`config.mk`:
```
export PLATFORM = sky130hd
export DESIGN_NAME = mem_read_unit
export DESIGN_NICKNAME = d
export VERILOG_FILES = /design/src/core/mem_read_pkg.sv /design/src/core/mem_read_unit.sv /design/src/core/pin_sync.sv
export SDC_FILE = /design/constraint.sdc
export NUM_CORES = 1
export LEC_CHECK = 0
export BUFFER_PORTS_ARGS = -buffer_cell sky130_fd_sc_hd__buf_2
export CORE_MARGIN = 2
export CORE_UTILIZATION = 40
export CTS_CLUSTER_DIAMETER = 50
export DETAILED_ROUTE_END_ITERATION = 12
export GPL_TIMING_DRIVEN = 1
export PLACE_DENSITY = 0.62
export SLEW_MARGIN = 20
export SYNTH_ARGS = -nofsm -noshare
export SYNTH_HDL_FRONTEND = slang
export SYNTH_SLANG_ARGS = --single-unit
```
`constraint.sdc`:
```
create_clock -name core_clk -period 3.72 [get_ports core_clk]
set_clock_uncertainty 0.05 [all_clocks]
set_input_delay 0.186 -clock core_clk [delete_from_list [all_inputs] [get_ports core_clk]]
set_output_delay 0.186 -clock core_clk [all_outputs]
set_load 0.1 [all_outputs]
```
`src/core/mem_read_pkg.sv`:
```
// constants and types for the external memory read and block fetch unit
// Behaviour
// - first state drives address on addr_out and asserts txn_start_n; block request if needed.
// - second state asserts addr_strobe_n and read_enable_n.
// - third state samples handshake inputs; advances when ready or error asserted.
// - with neither ready nor error asserted, third state repeats as wait cycle.
// - word read captures data and parity, then parks address and drops strobes.
// - block_fetch_request in first state asks for a two to sixteen word burst.
// - acknowledged burst clears address bits 5:2 modulo block size.
// - word not ready leaves burst address unchanged in fourth state.
// - burst fourth state with ready captures data and parity, increments block address unless last word.
// - third and fourth states repeat until count is zero or bus error.
// - burst end releases addr_strobe_n and read_enable_n; memory drops ready.
// - every word received by an acknowledged block fetch goes to the cache; an unacknowledged one only if cacheable_n is asserted.
// - bus error ends the transaction and raises a bus error exception.
package mem_read_pkg;
   localparam int ADDR_W = 32;
   localparam int DATA_W = 32;
   localparam int PAR_W = 4;
   localparam int LEN_W = 5;
   localparam int BLK_LO = 2;
   localparam int BLK_HI = 5;
   localparam int SYNC_W = DATA_W + PAR_W + 5;
   localparam logic [LEN_W-1:0] LEN_ONE = 5'h01;
   localparam logic [3:0] BLK_STEP = 4'h1;
   localparam logic [ADDR_W-1:0] ADDR_RST = 32'h0000_0000;

   typedef enum logic [4:0] {
      ST_IDLE = 5'b00001,
      ST_ADDR = 5'b00010,
      ST_STRB = 5'b00100,
      ST_SMPL = 5'b01000,
      ST_DATA = 5'b10000
   } rd_state_type;
endpackage : mem_read_pkg

```
`src/core/mem_read_unit.sv`:
```
// read side of the external memory bus: word reads and block fetches
`timescale 1ns/1ns
module mem_read_unit
   import mem_read_pkg::*;
(
   input wire logic core_clk,
   input wire logic srst,
   input wire logic req_valid,
   input wire logic req_block,
   input wire logic [ADDR_W-1:0] req_addr,
   input wire logic [LEN_W-1:0] req_len,
   input wire logic [ADDR_W-1:0] instr_addr,
   output logic req_ready,
   output logic [ADDR_W-1:0] addr_out,
   output logic txn_start_n,
   output logic block_fetch_request,
   output logic addr_strobe_n,
   output logic read_enable_n,
   input wire logic [DATA_W-1:0] data_in,
   input wire logic [PAR_W-1:0] data_parity_in,
   input wire logic data_ready_n,
   input wire logic bus_error_n,
   input wire logic parity_check_enable_n,
   input wire logic cacheable_n,
   input wire logic block_fetch_ack_n,
   output logic word_valid,
   output logic [DATA_W-1:0] word_data,
   output logic [PAR_W-1:0] word_parity,
   output logic word_parity_check,
   output logic word_cacheable,
   output logic word_to_cache,
   output logic txn_done,
   output logic bus_error_exc
);
   localparam logic [SYNC_W-1:0] SYNC_RST = {{(DATA_W + PAR_W){1'b0}}, 5'h1f};

   logic [SYNC_W-1:0] sync_bus;
   logic [DATA_W-1:0] data_s;
   logic [PAR_W-1:0] par_s;
   logic rdy_s;
   logic err_s;
   logic pen_s;
   logic cach_s;
   logic ack_s;

   pin_sync #(.WIDTH(SYNC_W), .RST_VAL(SYNC_RST)) u_sync (
      .core_clk(core_clk),
      .srst(srst),
      .pin_in({data_in, data_parity_in, data_ready_n, bus_error_n,
               parity_check_enable_n, cacheable_n, block_fetch_ack_n}),
      .pin_sync_out(sync_bus)
   );

   assign {data_s, par_s} = sync_bus[SYNC_W-1:5];
   assign rdy_s = ~sync_bus[4];
   assign err_s = ~sync_bus[3];
   assign pen_s = ~sync_bus[2];
   assign cach_s = ~sync_bus[1];
   assign ack_s = ~sync_bus[0];

   rd_state_type state_q, state_d;
   logic [ADDR_W-1:0] addr_q, addr_d;
   logic [LEN_W-1:0] len_q, len_d;
   logic [LEN_W-1:0] count_q, count_d;
   logic block_q, block_d;
   logic burst_q, burst_d;
   logic first_q, first_d;
   logic rdy_hit_q, rdy_hit_d;
   logic err_hit_q, err_hit_d;
   logic start_n_q, start_n_d;
   logic bfreq_q, bfreq_d;
   logic strobe_n_q, strobe_n_d;
   logic rden_n_q, rden_n_d;
   logic wv_q, wv_d;
   logic [DATA_W-1:0] wdata_q, wdata_d;
   logic [PAR_W-1:0] wpar_q, wpar_d;
   logic wpen_q, wpen_d;
   logic wcach_q, wcach_d;
   logic wfill_q, wfill_d;
   logic done_q, done_d;
   logic exc_q, exc_d;
   logic [3:0] blk_mask;

   assign blk_mask = 4'(len_q - LEN_ONE);

   always_comb
   begin
      state_d = state_q;
      addr_d = addr_q;
      len_d = len_q;
      count_d = count_q;
      block_d = block_q;
      burst_d = burst_q;
      first_d = first_q;
      rdy_hit_d = rdy_hit_q;
      err_hit_d = err_hit_q;
      wv_d = 1'b0;
      wdata_d = wdata_q;
      wpar_d = wpar_q;
      wpen_d = wpen_q;
      wcach_d = wcach_q;
      wfill_d = 1'b0;
      done_d = 1'b0;
      exc_d = 1'b0;
      case (state_q)
         ST_IDLE:
         begin
            if (req_valid)
            begin
               state_d = ST_ADDR;
               addr_d = req_addr;
               block_d = req_block;
               len_d = req_len;
               count_d = req_len;
               burst_d = 1'b0;
               first_d = 1'b1;
            end
         end
         ST_ADDR:
            state_d = ST_STRB;
         ST_STRB:
            state_d = ST_SMPL;
         ST_SMPL:
         begin
            rdy_hit_d = rdy_s;
            err_hit_d = err_s;
            wpen_d = pen_s;
            wcach_d = cach_s;
            if (first_q && block_q && ack_s)
            begin
               burst_d = 1'b1;
               addr_d[BLK_HI:BLK_LO] = addr_q[BLK_HI:BLK_LO] & ~blk_mask;
            end
            if (rdy_s || err_s)
               state_d = ST_DATA;
            else
               state_d = ST_SMPL;
         end
         ST_DATA:
         begin
            first_d = 1'b0;
            if (err_hit_q)
            begin
               state_d = ST_IDLE;
               exc_d = 1'b1;
               done_d = 1'b1;
               addr_d = instr_addr;
            end
            else if (!burst_q)
            begin
               state_d = ST_IDLE;
               wv_d = 1'b1;
               wdata_d = data_s;
               wpar_d = par_s;
               wfill_d = wcach_q;
               done_d = 1'b1;
               addr_d = instr_addr;
            end
            else if (!rdy_hit_q)
               state_d = ST_SMPL;
            else
            begin
               wv_d = 1'b1;
               wdata_d = data_s;
               wpar_d = par_s;
               wfill_d = 1'b1;
               count_d = count_q - LEN_ONE;
               if (count_q == LEN_ONE)
               begin
                  state_d = ST_IDLE;
                  done_d = 1'b1;
                  addr_d = instr_addr;
               end
               else
               begin
                  state_d = ST_SMPL;
                  addr_d[BLK_HI:BLK_LO] = addr_q[BLK_HI:BLK_LO] + BLK_STEP;
               end
            end
         end
         default:
            state_d = ST_IDLE;
      endcase
      if (srst)
      begin
         state_d = ST_IDLE;
         addr_d = ADDR_RST;
         len_d = '0;
         count_d = '0;
         block_d = 1'b0;
         burst_d = 1'b0;
         first_d = 1'b0;
         rdy_hit_d = 1'b0;
         err_hit_d = 1'b0;
         wv_d = 1'b0;
         wdata_d = '0;
         wpar_d = '0;
         wpen_d = 1'b0;
         wcach_d = 1'b0;
         wfill_d = 1'b0;
         done_d = 1'b0;
         exc_d = 1'b0;
      end
   end

   // pin levels follow the next state so they line up with state_q
   always_comb
   begin
      start_n_d = !(state_d == ST_ADDR);
      bfreq_d = block_d && (state_d != ST_IDLE);
      strobe_n_d = (state_d == ST_IDLE) || (state_d == ST_ADDR);
      rden_n_d = strobe_n_d;
   end

   always_ff @(posedge core_clk)
   begin
      state_q <= state_d;
      addr_q <= addr_d;
      len_q <= len_d;
      count_q <= count_d;
      block_q <= block_d;
      burst_q <= burst_d;
      first_q <= first_d;
      rdy_hit_q <= rdy_hit_d;
      err_hit_q <= err_hit_d;
      start_n_q <= start_n_d;
      bfreq_q <= bfreq_d;
      strobe_n_q <= strobe_n_d;
      rden_n_q <= rden_n_d;
      wv_q <= wv_d;
      wdata_q <= wdata_d;
      wpar_q <= wpar_d;
      wpen_q <= wpen_d;
      wcach_q <= wcach_d;
      wfill_q <= wfill_d;
      done_q <= done_d;
      exc_q <= exc_d;
   end

   assign req_ready = (state_q == ST_IDLE);
   assign addr_out = addr_q;
   assign txn_start_n = start_n_q;
   assign block_fetch_request = bfreq_q;
   assign addr_strobe_n = strobe_n_q;
   assign read_enable_n = rden_n_q;
   assign word_valid = wv_q;
   assign word_data = wdata_q;
   assign word_parity = wpar_q;
   assign word_parity_check = wpen_q;
   assign word_cacheable = wcach_q;
   assign word_to_cache = wfill_q;
   assign txn_done = done_q;
   assign bus_error_exc = exc_q;
endmodule : mem_read_unit

```
`src/core/pin_sync.sv`:
```
// two flip-flop synchroniser for memory bus inputs
`timescale 1ns/1ns
module pin_sync #(
   parameter int WIDTH = 1,
   parameter logic [WIDTH-1:0] RST_VAL = '0
)(
   input wire logic core_clk,
   input wire logic srst,
   input wire logic [WIDTH-1:0] pin_in,
   output logic [WIDTH-1:0] pin_sync_out
);
   logic [WIDTH-1:0] meta_q;
   logic [WIDTH-1:0] meta_d;
   logic [WIDTH-1:0] sync_q;
   logic [WIDTH-1:0] sync_d;

   always_comb
   begin
      meta_d = srst ? RST_VAL : pin_in;
      sync_d = srst ? RST_VAL : meta_q;
   end

   always_ff @(posedge core_clk)
   begin
      meta_q <= meta_d;
      sync_q <= sync_d;
   end

   assign pin_sync_out = sync_q;
endmodule : pin_sync

```
Word level (Yosys, flattened, before mapping)

Cells that the tools add are included.

Flip-flop bits (word level): 178
Output and inout port bits: 79

Add/subtract/negate cells: 3
Equal/unequal tests: 17
Multiplexer cells: 44
Bitwise operators: 9
Reductions and logical operators: 18

Operators with widths:

| kind                                             | number |
|---|---|
| 2-to-1 mux 32 bit                                | 6 |
| one-hot mux 26 bit (2 select lines)              | 1 |
| 2-to-1 mux 5 bit                                 | 7 |
| 2-to-1 mux 4 bit                                 | 8 |
| 2-to-1 mux 26 bit                                | 1 |
| one-hot mux 5 bit (5 select lines)               | 1 |
| == test 5 x 1 -> 1 bit, second input constant    | 3 |
| 2-to-1 mux 1 bit                                 | 14 |
| one-hot mux 4 bit (3 select lines)               | 1 |
| == test 5 x 2 -> 1 bit, second input constant    | 2 |
| != test 2 bit, second input constant             | 5 |
| one-hot mux 5 bit (2 select lines)               | 1 |
| != test 4 bit, second input constant             | 2 |
| AND reduction 4 bit                              | 2 |
| inverter 1 bit                                   | 7 |
| AND reduction 3 bit                              | 2 |
| == test 5 x 3 -> 1 bit, second input constant    | 1 |
| == test 5 x 4 -> 1 bit, second input constant    | 1 |
| == test 5 bit, second input constant             | 1 |
| != test 5 x 1 -> 1 bit, second input constant    | 1 |
| AND reduction 5 bit                              | 1 |
| subtractor 5 x 1 -> 5 bit, second input constant | 1 |
| adder 4 x 1 -> 4 bit, second input constant      | 1 |
| AND 4 bit                                        | 1 |
| 14 further kinds                                 | 20 |

Depth between registers and ports, before layout

Depth in word-level cells: 9
Depth in mapped cells: 9
Depth with buffers taken out: 7

Modules after synthesis

From an unflattened synthesis, not the netlist that was laid out.

Cells, all modules: 684
Area total of the unflattened synthesis: 6496.2 sq um

By module, submodules not included:

| module        | times used | cells each | area an instance (sq um) | seq. area each (sq um) |
|---|---|---|---|---|
| mem_read_unit | 1          | 511        | 4287.9                   | 1921.8 |
| pin_sync      | 1          | 173        | 2208.4                   | 1641.6 |

Worst setup path before layout

Ideal clock, no wire load.

Path kind: register -> register
From: register state_q[2]
To: register bfreq_q (netlist: block_fetch_request)
Library setup time: 0.133 ns
Arrival time: 2.938 ns
Data required time: 3.537 ns
Path slack: 0.599 ns
Cell stages (with the launch flop): 8
Cells stage by stage: dfxtp_1 > or3_1 > buf_2 > nor2_1 > and2_1 > clkbuf_1 > mux2i_1 > nor3_1

Cells in the longest elaborated chain, start to end: 5
Elaborated cells on any way between the ends: 12
Those cells by class: eq/ne (6); mux (5); reduce/logical (1)

RTL lines:

| element                            | line                 | RTL |
|---|---|---|
| start, declared                    | mem_read_unit.sv:61  | `rd_state_type state_q, state_d;` |
| start signal, assigned             | mem_read_unit.sv:217 | `state_q <= state_d;` |
| == test 5 x 1 -> 1 bit (*)         | n/a                  |  |
| named net req_ready                | mem_read_unit.sv:13  | `output logic req_ready,` |
| one-hot mux 5 bit (5 select lines) | mem_read_unit.sv:105 | `case (state_q)` |
| 2-to-1 mux 5 bit                   | mem_read_unit.sv:184 | `if (srst)` |
| != test 5 x 1 -> 1 bit             | mem_read_unit.sv:210 | `bfreq_d = block_d && (state_d != ST_IDLE);` |
| logical AND 1 bit (*)              | mem_read_unit.sv:210 |  |
| named net bfreq_d                  | mem_read_unit.sv:71  | `logic bfreq_q, bfreq_d;` |
| end signal, assigned               | mem_read_unit.sv:227 | `bfreq_q <= bfreq_d;` |
| end, declared                      | mem_read_unit.sv:71  |  |

Mark *: on every way through the listed nets, which the timed path passes. The rest lies on a longest branch.
A chain may end at the register's enable or synchronous reset.

Worst setup path in the final report

From: register count_q[1]
To: register addr_q[16] (netlist: addr_out[16])

Cells in the longest elaborated chain, start to end: 3

RTL lines:

| element                              | line                 | RTL |
|---|---|---|
| start, declared                      | mem_read_unit.sv:64  | `logic [LEN_W-1:0] count_q, count_d;` |
| start signal, assigned               | mem_read_unit.sv:220 | `count_q <= count_d;` |
| == test 5 x 1 -> 1 bit               | mem_read_unit.sv:168 | `if (count_q == LEN_ONE)` |
| != test 4 bit (no source line)       | n/a                  |  |
| AND reduction 4 bit (no source line) | n/a                  |  |
| end signal, assigned                 | mem_read_unit.sv:218 | `addr_q <= addr_d;` |
| end, declared                        | mem_read_unit.sv:62  | `logic [ADDR_W-1:0] addr_q, addr_d;` |

No other way between the ends.

==> results.cfg <==
[outcome]
status = complete, no violations

[critical_path]
crit_path_start_kind = flip-flop
crit_required_ns = 4.03
max_stage_delay_ns = 0.59
critPathKind = reg2reg
cp.arrival_ns = 3.39
cp-end-kind = flip-flop
crit_family = buffers and inverters
cp_slowest_cell = dlygate4sd3_1
crit_chain = inv_1 -> ha_1 -> nor4b_2 -> a21oi_1 -> a211oi_4 -> buf_4 -> nor2_1 -> a311oi_1 -> dlygate4sd3_1
crit_buf_inv = 3
crit_fanout = 56

[placement]
portBuffers = 192
hpwl_um = 9687
place_ws_ns = 1.253
gp_congestion = 0.8372

[die]
die_h_um = 128.9
die_w_um = 128.9
core_um2 = 15200
num_io_pins = 193
floorplan.initialDensity_pct = 41.06
dieArea_um2 = 16620
num_rows = 45

[routing]
drtIter0Drc = 271
routed_wl_um = 15830
antenna_left = 0
wl_per_cell_um = 13.76
viasPerCell = 4.759
vias = 5478
drc = 0
dr.pass1.iters = 6

[worst_hold_path]
hp-class = in2reg

[cts]
tritoncts = done
cts_sinks = 178
clk-insertion-delay-late_ns = 0.41
cts_buffers = 17
clock_path_buffers = 2
cts-root-buf = clkbuf_16
clk_pin_slew_ns = 0.07
htree_levels = 4
postCtsSetupRepairBufs = 0

[synth]
synthTopCellsByArea = dfxtp_1 (57%), nand2_1 (8.9%), nor2b_1 (7.5%)
async_reset_ff_share_pct = 0
ys_ff_latch = 178
synth-seq-area-share_pct = 57.09
synth_cell_types = 48
synth_top_area_share_pct = 57.09
syn_avg_cell_area_um2 = 9.193
synthesis.nets = 797
ys.flop_type = dfxtp_1
synth-edff-count = 0
syn-cell-area_um2 = 6242
syn_inst = 679
yosys_warnings = 0
synth_area_leader_cell = dfxtp_1

[cells_and_area]
layout-drive-gt1-share_pct = 25.86
final_common_cell = buf_2
most-common-layout-cells = buf_2 (191), dfxtp_1 (178), nand2_1 (148)
antenna_cells = 0
nets = 1068
area_growth_syn_to_layout_pct = 42.59

[power]
switchingPower_mw = 1.557
cellPowerDensity_nw_per_um2 = 560.7
pwr-share-seq_pct = 41.8
peakVddDrop_uv = 378.4
p_sw_share_pct = 31.20
p_comb_share_pct = 21.0
pwr-share-clk_pct = 37.2
leakage_nw = 3.869
power.total_mw = 4.991
p_int_mw = 3.434

[timing]
setup_slack_ns = 0.6416
finalSetupViolCount = 0
slew_headroom_pct = 40.21
period_needed_ns = 3.078
fmax_mhz = 324.8
period_share_pct = 82.75
tightestPinTransition_ns = 0.8948
setup-tns-final_ns = 0
hold-worst-slack_ns = 0.03082
finalMaxSlewViolations = 0
rsz0062_at_grt = false
hold_viol = 0

[global_routing]
grt_max_degree = 123
overflow = 0
grt_pass1_wl_um = 25090
grt_use_total_pct = 19.05
grt_pass1_vias = 5136
antenna_found_initial = 0

[job]
maxCapViolations = 0
layer usage:
| layer | wire length, um | vias up | global-route usage (%) |
|---|---|---|---|
| met5 | 0 | - | 0 |
| met4 | 227 | 0 | 6.650 |
| met3 | 864 | 21 | 5.904 |
| met2 | 7868 | 175 | 32.15 |
| met1 | 6873 | 2493 | 23.08 |
| li1 | - | 2789 | - |
timing repair:
action | 4_1_cts | 5_1_grt
gates resized for setup | 0 | 0
hold buffers | 95 | 3
hold endpoints to repair | 72 | 2
cell families after synthesis:
group / after synthesis / synth area share (%)
muxes: 2 / 0.3407
and+or+nand+nor: 319 / 24.33
DFF: 178 / 57.09
AOI/OAI and AO/OA: 119 / 12.93
buffers and inverters: 52 / 3.808
adders and majority gates: 4 / 0.8018
xor gates and xnor gates: 5 / 0.7015
sequential cells by signal, indices dropped and copies added, names as in the netlist, 4 cells and up:
name,flops
addr_out,32
word_parity,4
len_q,4
word_data,32
count_q,5
u_sync.pin_sync_out,41
u_sync.meta_q,41
state_q,5
worst min-delay path, cell delays in order:
cell       delay [ns]
buf_2            0.08
a22oi_1          0.07
o2bb2ai_1        0.13
power by group through the flow:
| stage | registers (mW) | logic, mW | clock network, mW |
|---|---|---|---|
| 6_report | 2.09 | 1.05 | 1.86 |
| 2_1_floorplan | 2.56 | 0.313 | 0 |
| 3_3_place_gp | 2.13 | 0.917 | 0 |
| 5_1_grt | 2.10 | 1.12 | 1.98 |
| 4_1_cts | 2.08 | 1.04 | 1.90 |
| 3_5_place_dp | 2.13 | 0.921 | 0 |
cells in the mapped netlist, types with 2 or more instances:
cell and number:
a211o_1 2, a211oi_1 5, a211oi_2 2, a21oi_1 55, a311oi_1 24, a311oi_2 4, a31oi_1 2, and2_1 5
and3_1 4, buf_1 2, buf_2 7, buf_4 5, buf_6 2, clkbuf_1 28, dfxtp_1 178, ha_1 4
inv_1 8, nand2_1 148, nand2b_1 6, nand3_1 4, nor2_1 45, nor2b_1 75, nor3_1 8, o211ai_1 2
o21a_1 3, o21ai_0 13, or2_2 10, or3_1 5, xor2_1 4
final timing paths:
path	startpoint	to	slack (ns)	depth (start not counted)
worst max-delay path	count_q[1]	addr_out[16]	0.64	9
worst min-delay path	req_addr[4]	addr_out[4]	0.03	3
worst max register to register	count_q[1]	addr_out[16]	0.64	9
worst min register to register	u_sync.meta_q[3]	u_sync.pin_sync_out[3]	0.35	1
layout make-up:
class / count / area (um^2)
clock inverter: 12 / 170.2
multi-input combinational: 449 / 2454
clock buffer: 20 / 446.7
timing repair buffer: 296 / 2002
fill: 1344 / 6301
sequential: 178 / 3563
inverter: 8 / 30.03
tap: 188 / 235.2
metrics by stage:
step | util [%] | std cells | area [um^2]
final | 58.55 | 1151 | 8901
after global routing | 58.55 | 1151 | 8901
after CTS | 58.35 | 1148 | 8871
after detailed placement | 48.04 | 1021 | 7303
after global placement | 48.04 | 1021 | 7303
after floorplan | - | 679 | 6242
No activity file was read; power rests on OpenSTA's default activity.
